<file path="src/verilog/atx_pkg.sv">
package atx_pkg;

  // ==========================================================
  // command and response codes
  localparam logic [7:0] CMD_SWITCH   = 8'h1c;
  localparam logic [7:0] CMD_WATCHDOG = 8'h1d;
  localparam logic [7:0] CMD_STATUS   = 8'h1e;
  localparam logic [7:0] RESP_SWITCH   = 8'h5c;
  localparam logic [7:0] RESP_WATCHDOG = 8'h5d;
  localparam logic [7:0] RESP_STATUS   = 8'h5e;
  localparam logic [7:0] RESP_ERROR_BIT = 8'h80; // or-ed onto an unknown code

  // ==========================================================
  // function mask bit positions
  localparam int BIT_AUTO_POLARITY = 0;
  localparam int BIT_RESET_INVERT  = 1;
  localparam int BIT_POWER_INVERT  = 2;
  localparam int BIT_LEDS_TRACK    = 3; // leds_track_host_off
  localparam int BIT_BLANK_HOST    = 4; // blank_when_host_off
  localparam int BIT_KEY_RESET     = 5;
  localparam int BIT_KEY_POWER_ON  = 6;
  localparam int BIT_KEY_POWER_OFF = 7;

  // ==========================================================
  // reset values
  localparam logic [7:0] MASK_RESET  = 8'h00;
  localparam logic [7:0] PULSE_RESET = 8'hff;
  localparam logic [7:0] PULSE_HOLD  = 8'hff; // hold until sense change

  // ==========================================================
  // timing: clock and tick period in ns, hold and pulse lengths in 1/32 second ticks
  localparam int CLK_PERIOD_NS  = 8;
  localparam int TICK_NS        = 31_250_000;
  localparam int TICK_CYCLES    = TICK_NS / CLK_PERIOD_NS;
  localparam int TICK_W         = 22;
  localparam logic [7:0] HOLD_LONG_TICKS  = 8'd128; // 4 s
  localparam logic [7:0] HOLD_SHORT_TICKS = 8'd8;   // 0.25 s
  localparam logic [8:0] RESET_TICKS      = 9'd32;  // 1 s
  localparam logic [8:0] HOLD_MAX_TICKS   = 9'd256; // 8 s
  localparam logic [7:0] EXTEND_TICKS     = 8'd160; // 5 s
  localparam logic [4:0] TICKS_PER_SEC_M1 = 5'd31;

  // ==========================================================
  // register indices on the software port
  localparam logic [5:0] REG_CMD        = 6'h00;
  localparam logic [5:0] REG_ARG0       = 6'h01;
  localparam logic [5:0] REG_ARG1       = 6'h02;
  localparam logic [5:0] REG_ARGCNT     = 6'h03;
  localparam logic [5:0] REG_RESP       = 6'h04;
  localparam logic [5:0] REG_BOOT_MASK  = 6'h05;
  localparam logic [5:0] REG_BOOT_PULSE = 6'h06;
  localparam logic [5:0] REG_STATE      = 6'h07;
  localparam logic [5:0] REG_STAT_BASE  = 6'h10;
  localparam logic [5:0] STAT_BYTES     = 6'd15;
  localparam logic [5:0] STAT_MASK_IDX  = 6'd7;
  localparam logic [5:0] STAT_WDOG_IDX  = 6'd8;

  // pin configuration byte layout
  localparam int         PINCFG_FUNC_BIT = 3;
  localparam logic [2:0] DRIVE_PULLUP    = 3'b011;
  localparam logic [2:0] DRIVE_HIZ       = 3'b010;

  // sequencer phases
  typedef enum logic [1:0] {
    PH_IDLE,
    PH_RESET,
    PH_POWER,
    PH_RESTART
  } phase_t;

endpackage

</file>
<file path="src/verilog/input_sync.sv">
`timescale 1ns/1ns
module input_sync
  import atx_pkg::*;
(
  input  wire logic       clk,
  input  wire logic       rst_n,
  input  wire logic [4:0] async,
  output logic      [4:0] synced
);

  // two-stage synchroniser state
  typedef struct packed {
    logic [4:0] stage1; // metastable stage, read only by stage2
    logic [4:0] stage2; // settled copy
  } sync_t;

  sync_t q;
  sync_t d;

  // ==========================================================
  // next state
  always_comb
  begin
    d        = q;
    d.stage1 = async;
    d.stage2 = q.stage1;
  end

  // ==========================================================
  // registers
  always_ff @(posedge clk)
  begin
    if (!rst_n)
      q <= '0;
    else
      q <= d;
  end

  assign synced = q.stage2;

endmodule

</file>
<file path="src/verilog/atx_power_switch_watchdog.sv">
// Design decisions made here: the address map and the strobed register port.
`timescale 1ns/1ns
module atx_power_switch_watchdog
  import atx_pkg::*;
#(
  parameter int TICK_CYC = TICK_CYCLES // cycles per 1/32 s tick
)
(
  input  wire logic       clk,
  input  wire logic       rst_n,
  input  wire logic [5:0] addr,
  input  wire logic [7:0] wrData,
  input  wire logic       wrEn,
  input  wire logic       rdEn,
  output logic      [7:0] rdData,
  input  wire logic       hostSense,
  input  wire logic       keyConfirm,
  input  wire logic       keyCancel,
  input  wire logic       resetIn,
  output logic            resetOut,
  output logic            resetOe,
  input  wire logic       powerIn,
  output logic            powerOut,
  output logic            powerOe,
  output logic            displayDark,
  output logic            backlightOff,
  output logic            ledsOff,
  output logic            selfRestart
);

  // ==========================================================
  // state
  typedef struct packed {
    phase_t            phase;        // sequencer phase
    logic [7:0]        cfgMask;      // active function mask
    logic [7:0]        pulseLen;     // active power pulse length
    logic [7:0]        bootMask;     // saved boot mask
    logic [7:0]        bootPulse;    // saved boot pulse length
    logic [7:0]        arg0;         // command data byte 0
    logic [7:0]        arg1;         // command data byte 1
    logic [1:0]        argCnt;       // number of data bytes
    logic [7:0]        resp;         // last response type
    logic [7:0]        wdTimeout;    // watchdog timeout, 0 = off
    logic [7:0]        wdCount;      // seconds left
    logic [4:0]        wdSub;        // ticks within a second
    logic [TICK_W-1:0] tickCnt;      // prescaler
    logic [7:0]        confirmCnt;   // confirm key held ticks
    logic [7:0]        cancelCnt;    // cancel key held ticks
    logic [8:0]        pulseCnt;     // ticks left in pulse
    logic [7:0]        extendCnt;    // ticks of extension used
    logic              holdMode;     // pulse waits for sense change
    logic              extendOk;     // pulse may be extended
    logic              restartAfter; // restart when pulse ends
    logic              senseAtStart; // sense level at pulse start
    logic              senseLast;    // sense of previous cycle
    logic [7:0]        rdData;
    logic              resetOut;
    logic              resetOe;
    logic              powerOut;
    logic              powerOe;
    logic              displayDark;
    logic              backlightOff;
    logic              ledsOff;
    logic              selfRestart;
  } state_t;

  state_t q;
  state_t d;

  logic [4:0] syncIn;      // synchronised pins
  logic       sense;       // host power sense
  logic       confirmKey;  // confirm key held
  logic       cancelKey;   // cancel key held
  logic       resetLine;   // reset line level
  logic       powerLine;   // power line level
  logic       tick;        // 1/32 s strobe
  logic       cmdGo;       // command write accepted
  logic       drvLevel;    // level chosen for a pulse

  // ==========================================================
  // pin synchroniser
  input_sync u_sync (
    .clk    (clk),
    .rst_n  (rst_n),
    .async  ({powerIn, resetIn, keyCancel, keyConfirm, hostSense}),
    .synced (syncIn)
  );

  assign sense      = syncIn[0];
  assign confirmKey = syncIn[1];
  assign cancelKey  = syncIn[2];
  assign resetLine  = syncIn[3];
  assign powerLine  = syncIn[4];

  // ==========================================================
  // read decode
  function automatic logic [7:0] regRead(input logic [5:0] a, input state_t s);
    logic [5:0] idx;
    idx = a - REG_STAT_BASE;
    if (a == REG_ARG0)
      regRead = s.arg0;
    else if (a == REG_ARG1)
      regRead = s.arg1;
    else if (a == REG_ARGCNT)
      regRead = {6'h00, s.argCnt};
    else if (a == REG_RESP)
      regRead = s.resp;
    else if (a == REG_BOOT_MASK)
      regRead = s.bootMask;
    else if (a == REG_BOOT_PULSE)
      regRead = s.bootPulse;
    else if (a == REG_STATE)
      regRead = {5'h00, sense, s.phase};
    else if (a >= REG_STAT_BASE && idx < STAT_BYTES)
    begin
      // fan, temperature, key, glitch, contrast bytes live elsewhere
      if (idx == STAT_MASK_IDX)
        regRead = s.cfgMask;
      else if (idx == STAT_WDOG_IDX)
        regRead = s.wdCount;
      else
        regRead = 8'h00;
    end
    else
      regRead = 8'h00; // unmapped and write-only read as zero
  endfunction

  // ==========================================================
  // next state
  always_comb
  begin
    d           = q;
    tick        = 1'b0;
    cmdGo       = 1'b0;
    drvLevel    = 1'b0;
    d.selfRestart = 1'b0;
    d.senseLast = sense;

    // prescaler for the 1/32 s tick
    if (q.tickCnt >= TICK_W'(TICK_CYC - 1))
    begin
      d.tickCnt = '0;
      tick      = 1'b1;
    end
    else
    begin
      d.tickCnt = q.tickCnt + TICK_W'(1);
    end

    // read data stands only in the cycle after the strobe
    d.rdData = rdEn ? regRead(addr, q) : 8'h00;

    // register writes
    if (wrEn)
    begin
      unique case (addr)
        REG_ARG0:       d.arg0 = wrData;
        REG_ARG1:       d.arg1 = wrData;
        REG_ARGCNT:     d.argCnt = wrData[1:0];
        REG_BOOT_MASK:  d.bootMask = wrData;
        REG_BOOT_PULSE: d.bootPulse = wrData;
        REG_CMD:        cmdGo = (q.phase == PH_IDLE);
        default:        ;
      endcase
    end

    // key hold counters keep running in every phase except PH_RESTART, which clears them
    if (tick)
    begin
      d.confirmCnt = !confirmKey ? 8'h00 :
                     (q.confirmCnt == 8'hff) ? q.confirmCnt : q.confirmCnt + 8'h01;
      d.cancelCnt  = !cancelKey ? 8'h00 :
                     (q.cancelCnt == 8'hff) ? q.cancelCnt : q.cancelCnt + 8'h01;
    end

    // watchdog countdown in whole seconds
    if (q.wdTimeout != 8'h00 && q.wdCount != 8'h00 && tick)
    begin
      if (q.wdSub == TICKS_PER_SEC_M1)
      begin
        d.wdSub   = 5'h00;
        d.wdCount = q.wdCount - 8'h01;
      end
      else
      begin
        d.wdSub = q.wdSub + 5'h01;
      end
    end

    // command execution
    if (cmdGo)
    begin
      if (wrData == CMD_SWITCH)
      begin
        d.cfgMask = q.arg0;
        if (q.argCnt >= 2'd2)
          d.pulseLen = q.arg1;
        d.resp = RESP_SWITCH;
      end
      else if (wrData == CMD_WATCHDOG)
      begin
        d.wdTimeout = q.arg0;
        d.wdCount   = q.arg0;
        d.wdSub     = 5'h00;
        d.resp      = RESP_WATCHDOG;
      end
      else if (wrData == CMD_STATUS)
        d.resp = RESP_STATUS;
      else
        d.resp = wrData | RESP_ERROR_BIT;
    end

    // display follows host power when blanking is on
    d.displayDark  = q.cfgMask[BIT_BLANK_HOST] && !sense;
    d.backlightOff = q.cfgMask[BIT_BLANK_HOST] && !sense;
    d.ledsOff      = q.cfgMask[BIT_BLANK_HOST] && q.cfgMask[BIT_LEDS_TRACK]
                     && !sense;

    // sequencer
    unique case (q.phase)
      PH_IDLE:
      begin
        if (q.wdTimeout != 8'h00 && q.wdCount == 8'h00 && !cmdGo)
        begin
          // watchdog expired: host reset, then restart
          drvLevel       = q.cfgMask[BIT_AUTO_POLARITY] ? !resetLine
                           : q.cfgMask[BIT_RESET_INVERT];
          d.phase        = PH_RESET;
          d.pulseCnt     = RESET_TICKS;
          d.restartAfter = 1'b1;
          d.resetOut     = drvLevel;
          d.resetOe      = 1'b1;
        end
        else if (q.cfgMask[BIT_KEY_RESET] && sense && confirmKey && tick
                 && q.confirmCnt == HOLD_LONG_TICKS - 8'h01)
        begin
          drvLevel       = q.cfgMask[BIT_AUTO_POLARITY] ? !resetLine
                           : q.cfgMask[BIT_RESET_INVERT];
          d.phase        = PH_RESET;
          d.pulseCnt     = RESET_TICKS;
          d.restartAfter = 1'b1;
          d.resetOut     = drvLevel;
          d.resetOe      = 1'b1;
        end
        else if ((q.cfgMask[BIT_KEY_POWER_ON] && !sense && confirmKey && tick
                  && q.confirmCnt == HOLD_SHORT_TICKS - 8'h01) ||
                 (q.cfgMask[BIT_KEY_POWER_OFF] && sense && cancelKey && tick
                  && q.cancelCnt == HOLD_LONG_TICKS - 8'h01))
        begin
          drvLevel       = q.cfgMask[BIT_AUTO_POLARITY] ? !powerLine
                           : q.cfgMask[BIT_POWER_INVERT];
          d.phase        = PH_POWER;
          d.holdMode     = (q.pulseLen == PULSE_HOLD);
          d.pulseCnt     = (q.pulseLen == PULSE_HOLD) ? HOLD_MAX_TICKS
                           : (q.pulseLen == 8'h00) ? 9'd1
                           : {1'b0, q.pulseLen};
          d.extendOk     = sense;
          d.extendCnt    = 8'h00;
          d.restartAfter = !sense;
          d.senseAtStart = sense;
          d.powerOut     = drvLevel;
          d.powerOe      = 1'b1;
        end
        else if (q.cfgMask[BIT_BLANK_HOST] && sense && !q.senseLast)
        begin
          d.phase = PH_RESTART;
        end
      end

      PH_RESET:
      begin
        // fixed length host reset pulse
        if (tick)
          d.pulseCnt = q.pulseCnt - 9'd1;
        if (tick && q.pulseCnt == 9'd1)
        begin
          d.resetOe  = 1'b0;
          d.resetOut = 1'b0;
          d.phase    = PH_RESTART;
        end
      end

      PH_POWER:
      begin
        if (q.pulseCnt != 9'd0 && !(q.holdMode && sense != q.senseAtStart))
        begin
          // base pulse still running
          if (tick)
            d.pulseCnt = q.pulseCnt - 9'd1;
        end
        else if (q.extendOk && cancelKey && q.extendCnt < EXTEND_TICKS)
        begin
          // held cancel key stretches the drive
          if (tick)
            d.extendCnt = q.extendCnt + 8'h01;
        end
        else
        begin
          d.powerOe  = 1'b0;
          d.powerOut = 1'b0;
          d.pulseCnt = 9'd0;
          d.phase    = q.restartAfter ? PH_RESTART : PH_IDLE;
        end
      end

      PH_RESTART:
      begin
        // reload boot settings, watchdog off
        d.cfgMask     = q.bootMask;
        d.pulseLen    = q.bootPulse;
        d.wdTimeout   = 8'h00;
        d.wdCount     = 8'h00;
        d.wdSub       = 5'h00;
        d.confirmCnt  = 8'h00;
        d.cancelCnt   = 8'h00;
        d.selfRestart = 1'b1;
        d.phase       = PH_IDLE;
      end
    endcase
  end

  // ==========================================================
  // registers
  always_ff @(posedge clk)
  begin
    if (!rst_n)
    begin
      q           <= '0;
      q.phase     <= PH_IDLE;
      q.cfgMask   <= MASK_RESET;
      q.pulseLen  <= PULSE_RESET;
      q.bootMask  <= MASK_RESET;
      q.bootPulse <= PULSE_RESET;
    end
    else
    begin
      q <= d;
    end
  end

  // ==========================================================
  // outputs straight from flip-flops
  assign rdData       = q.rdData;
  assign resetOut     = q.resetOut;
  assign resetOe      = q.resetOe;
  assign powerOut     = q.powerOut;
  assign powerOe      = q.powerOe;
  assign displayDark  = q.displayDark;
  assign backlightOff = q.backlightOff;
  assign ledsOff      = q.ledsOff;
  assign selfRestart  = q.selfRestart;

endmodule

</file>
<file path="config.mk">
export PLATFORM = sky130hd
export DESIGN_NAME = atx_power_switch_watchdog
export DESIGN_NICKNAME = d
export VERILOG_FILES = /design/src/verilog/atx_pkg.sv /design/src/verilog/input_sync.sv /design/src/verilog/atx_power_switch_watchdog.sv
export SDC_FILE = /design/constraint.sdc
export NUM_CORES = 1
export LEC_CHECK = 0
export BUFFER_PORTS_ARGS = -buffer_cell sky130_fd_sc_hd__buf_2
export CAP_MARGIN = 40
export CORE_MARGIN = 1
export CORE_UTILIZATION = 60
export CTS_CLUSTER_SIZE = 10
export DETAILED_ROUTE_END_ITERATION = 7
export HOLD_SLACK_MARGIN = 0.05
export PLACE_DENSITY = 0.78
export SYNTH_ARGS = -nofsm -noshare
export SYNTH_HDL_FRONTEND = slang
export SYNTH_SLANG_ARGS = --single-unit
</file>
<file path="constraint.sdc">
create_clock -name clk -period 3 [get_ports clk]
set_input_delay 0.3 -clock clk [delete_from_list [all_inputs] [get_ports clk]]
set_output_delay 0.3 -clock clk [all_outputs]
set_load 0.02 [all_outputs]
</file>
* Word-level counts from Yosys, hierarchy flattened
Cells that the tools add are included.
** Cells by class
- Order comparisons :: 5
- Reductions and logical operators :: 68
- Bitwise operators :: 4
- Eq/ne operators :: 38
- Add/sub/neg operators :: 8
- Multiplexer cells :: 69
** Operators by type and width (number)
- $mux W8 :: 23
- $mux W9 :: 6
- $mux W13 :: 4
- $mux W16 :: 3
- $mux W2 :: 16
- $eq A6 B3 Y1 const B :: 5
- $logic_and A1 B1 Y1 :: 27
- $pmux W9 S3 :: 1
- $add A8 B1 Y8 const B :: 3
- $eq A8 B5 Y1 const B :: 3
- $eq A8 B8 Y1 const B :: 3
- $add A22 B1 Y22 const B :: 1
- $ge A22 B22 Y1 const B :: 1
- $mux W21 :: 1
- $mux W10 :: 2
- $reduce_and A2 Y1 :: 10
- $ne A2 B2 Y1 const B :: 9
- $eq A8 B7 Y1 const B :: 2
- $logic_not A8 Y1 :: 2
- $pmux W8 S2 :: 1
- $reduce_bool A8 Y1 :: 2
- $eq A6 B2 Y1 const B :: 2
- $reduce_and A3 Y1 :: 4
- $reduce_bool A2 Y1 :: 5
- 36 further kinds :: 56
** Word-level totals
- Register bits after elaboration :: 165
- Word-level logic and storage cells :: 223
- Input bits :: 23
- Output and inout port bits :: 16

* Depth between registers and ports, before layout
- Word-level depth :: 12
- Depth in mapped cells :: 10

* Hierarchy
From an unflattened synthesis, not the netlist that was laid out.
** Unflattened totals
- Cells, all modules :: 954
- Area, all modules :: 8013.9 µm²
** Modules (own cells, without submodules)
- atx_power_switch_watchdog :: cells each 934, sequential area each 3103.0 µm², area each 7751.2 µm², instances 1
- input_sync :: cells each 20, sequential area each 200.2 µm², area each 262.8 µm², instances 1

* Worst setup path after synthesis
Ideal clock, no wire load.
- Path type :: reg2reg
- From :: register q[84] (netlist bit)
- To :: register q[155] (netlist bit)
- Setup slack :: 0.334 ns
- Clock period less this slack :: 2.666 ns
- Setup time :: 0.121 ns
- Data required time :: 2.879 ns
- Arrival :: 2.545 ns
- Cell stages (with the launch flop) :: 7
- Path through :: dfxtp_1 or4_4 or4b_4 nor3_4 a311oi_2 a211oi_1 mux2_2
** On the way
- Longest elaborated chain between the ends :: 5
- Elaborated cells between the ends (all ways) :: 7
** RTL lines
- start: declaration :: line atx_power_switch_watchdog.sv:67 : state_t q;
- $logic_not A8 Y1 * :: line atx_power_switch_watchdog.sv:223 : if (q.wdTimeout != 8'h00 && q.wdCount == 8'h00 && !cmdGo)
- $logic_and A1 B1 Y1 * (2 in a row) :: line atx_power_switch_watchdog.sv:223
- $ne A5 B1 Y1 (no source line) or $mux W2 (tied branches)
- $reduce_and A4 Y1 (no source line) or $pmux W2 S4 (tied branches)
Mark *: on every way between the ends. The rest lies on a longest branch, timed or not.
A chain may end at the register's enable or synchronous reset.

* Worst setup path after layout
Ends and elaborated chain as after synthesis.

==> results.json <==
{
  "die_h_microns": 119,
  "io_buffers": 38,
  "skew_ps": 12.0,
  "path_delay_family": "simple AND/OR/NAND/NOR gates",
  "wire_per_inst_microns": 18.2,
  "synth_area_leaders": "dfxtp_1 40%, mux2i_1 6.2%, nor2_1 4.9%",
  "path_class": "reg -> reg",
  "internal-power_mw": 3.87,
  "period_needed_ps": 2810,
  "rsz0062_at_grt": "no",
  "layout_setup_ws_ps": 192,
  "ys.warnings.count": 0,
  "coreArea_sq_um": 13300,
  "hpwl_microns": 15300,
  "avgSynthCellArea_sq_um": 8.43,
  "syn_to_final_growth_pct": 11.8,
  "rr_worst_depth": 6,
  "n_fill_cell": 1123,
  "slew_violations": 0,
  "cp_cell_sequence": "or4_4 > or4b_4 > nor3_4 > a311oi_2 > a211oi_1 > mux2_2",
  "synth_area_sq_um": 8260,
  "slew_headroom_pct": 52.4,
  "combPwrFrac_pct": 16.8,
  "status": "finished with violations",
  "cts.repair.resized": 0,
  "dieArea_sq_um": 14200,
  "switching_power_mw": 1.59,
  "crit_path_top_delay_cell": "or4b_4",
  "syn_inst": 980,
  "cts.sinks": 165,
  "cts_max_path_buffers": 2,
  "max_freq_mhz": 356,
  "post_cts_buffers": 0,
  "pre_cts_slack_ps": 235,
  "p_sw_share_pct": 29.1,
  "grt_pass1_vias": 7065,
  "seq_area_sq_um": 3300,
  "required_ps": 3320,
  "powerDensity_nw_per_um2": 591,
  "yosysTopAreaCellShare_pct": 40.0,
  "critPathBufInv": 0,
  "syn_nets": 1019,
  "dr.pass1.iters": 8,
  "drive_gt1_share_pct": 11.7,
  "setup_viol_count_final": 0,
  "yosys.cell_types.count": 73,
  "wl_microns": 21700,
  "nets": 1045,
  "root_buffer": "clkbuf_16",
  "tightest_slew_ps": 708,
  "finalHoldViolations": 0,
  "antenna_found_initial": 0,
  "path_depth": 6,
  "ant_nets": 0,
  "cts_tree": "built",
  "worstSetupEndpointType": "register",
  "synth_seq_cells": 165,
  "clockPowerShare_pct": 41.3,
  "critPathMaxStageDelay_ps": 570,
  "total_power_mw": 5.45,
  "vias": 7534,
  "vias_per_cell": 6.31,
  "gp_congestion": 1.00,
  "htreeDepth": 4,
  "antenna_cells": 0,
  "p_leak_nw": 3.66,
  "multi_input_area_sq_um": 4620,
  "clk_latency_ps": 430,
  "synth_edf_count": 0,
  "min_period_over_period_pct": 93.6,
  "globalRouteTotalUtil_pct": 31.9,
  "start_kind": "register",
  "synth_ff_type": "dfxtp_1",
  "critPathMaxFanout": 5,
  "failed_checks": "design-rule violations",
  "drt_iter0_markers": 893,
  "async_reset_ff_share_pct": 0,
  "grt_max_degree": 63,
  "min_path_type": "in -> reg",
  "grt_pass1_wl_microns": 36000,
  "die_x_microns": 119,
  "worstHoldPathCells": 2,
  "p_seq_share_pct": 41.9,
  "hold_buffers": 0,
  "fp-row-count": 42,
  "synth_area_leader_cell": "dfxtp_1",
  "cts_buffers": 17,
  "start_util_pct": 61.9,
  "cp.arrival_ps": 3130,
  "drc": 1,
  "maxCapViolations": 0,
  "ios": 39,
  "tns_ps": 0,
  "ys_seq_area_share_pct": 40.0,
  "vdd_drop_max_mv": 0.439,
  "clkTransAtPathRegs_ps": 70,
  "gr-total-overflow": 0
}
## power groups by stage
| stage | registers (mW) | clock network (mW) | logic (mW) |
|---|---|---|---|
| after detailed placement | 2.33 | 0 | 0.882 |
| after floorplan | 2.31 | 0 | 0.610 |
| after global routing | 2.29 | 2.37 | 0.995 |
| after CTS | 2.28 | 2.27 | 0.894 |
| final | 2.28 | 2.25 | 0.913 |
| after global placement | 2.33 | 0 | 0.874 |
## synthesized netlist by cell type (all sizes together) (13+ instances only)
cell      n
and3     13
xnor2    14
nor2    107
a21oi    50
inv      18
nand4    31
xor2     22
dfxtp   165
mux2i    51
o21ai    53
ha       16
nor2b    19
clkbuf   45
nand2    96
nor4     20
nand3    28
buf      16
nor3     25
a211oi   18
and2     27
## path summary, 6_finish.rpt
check / startpoint / end / slack [ps]
max: q[84] / q[155] / 190
min reg2reg: u_sync.d[3] / u_sync.synced[3] / 440
min: hostSense / u_sync.d[0] / 70
max reg2reg: q[84] / q[155] / 190
## layout by cell type, fill, tap and decap left out, types with 4 or more instances in the layout
master	synthesis	final
a211oi_1	18	18
a21oi_1	50	50
a222oi_1	4	4
a22oi_1	5	5
a31oi_1	12	12
and2_1	26	26
and3_1	13	13
buf_2	1	38
buf_4	9	30
clkbuf_16	0	17
dfxtp_1	165	165
ha_1	16	16
inv_1	18	18
mux2i_1	51	51
nand2_1	96	96
nand2b_1	8	8
nand3_1	28	28
nand4_1	31	31
nand4b_1	4	4
nor2_1	107	107
nor2b_1	19	19
nor3_1	24	24
nor4_1	19	18
nor4b_1	8	8
o211ai_1	8	8
o21ai_0	50	50
o22ai_1	6	6
o2bb2ai_1	4	4
o311ai_0	10	10
o31ai_1	11	11
or2_2	4	4
or3_1	5	5
or4_1	5	5
xnor2_1	14	14
xor2_1	22	22
## layout make-up
class,count,area share [%]
Multi-Input combinational cell,736,50.1
Sequential cell,165,35.8
Clock buffer,18,4.65
Timing Repair Buffer,68,4.50
Tap cell,176,2.39
Clock inverter,13,1.86
Inverter,18,0.732
## cells by family after synthesis
logic type,Yosys count,synth area share (%)
buf+inv,79,4.11
xor+xnor,36,3.82
simple gates,417,25.9
compound gates,213,17.2
fa+ha+maj,16,2.42
flops,165,40.0
mux,54,6.59
## sequential cells by signal (all words and copies together) (netlist names)
register / count
ledsOff: 1
rdData: 8
powerOut: 1
powerOe: 1
resetOe: 1
u_sync.d: 5
selfRestart: 1
u_sync.synced: 5
resetOut: 1
q: 140
backlightOff: 1
## routing by layer
metal | GRT usage, % | up-vias | share of wire [%]
li1 | - | 3615 | -
met1 | 40.9 | 3497 | 43
met2 | 51.3 | 345 | 46
met3 | 7.09 | 77 | 7.4
met4 | 14.4 | 0 | 3.9
met5 | 0 | - | 0
## stage by stage
stage	util (%)	hold WS [ps]	instance area, sq um	cells
after global placement	64.6	417	8630	1163
after detailed placement	64.6	425	8630	1163
after global routing	69.1	78.8	9230	1194
after floorplan	-	412	8260	980
final	69.1	70.8	9230	1194
after CTS	69.1	64.0	9230	1194
(Power assumes the default switching activity.)
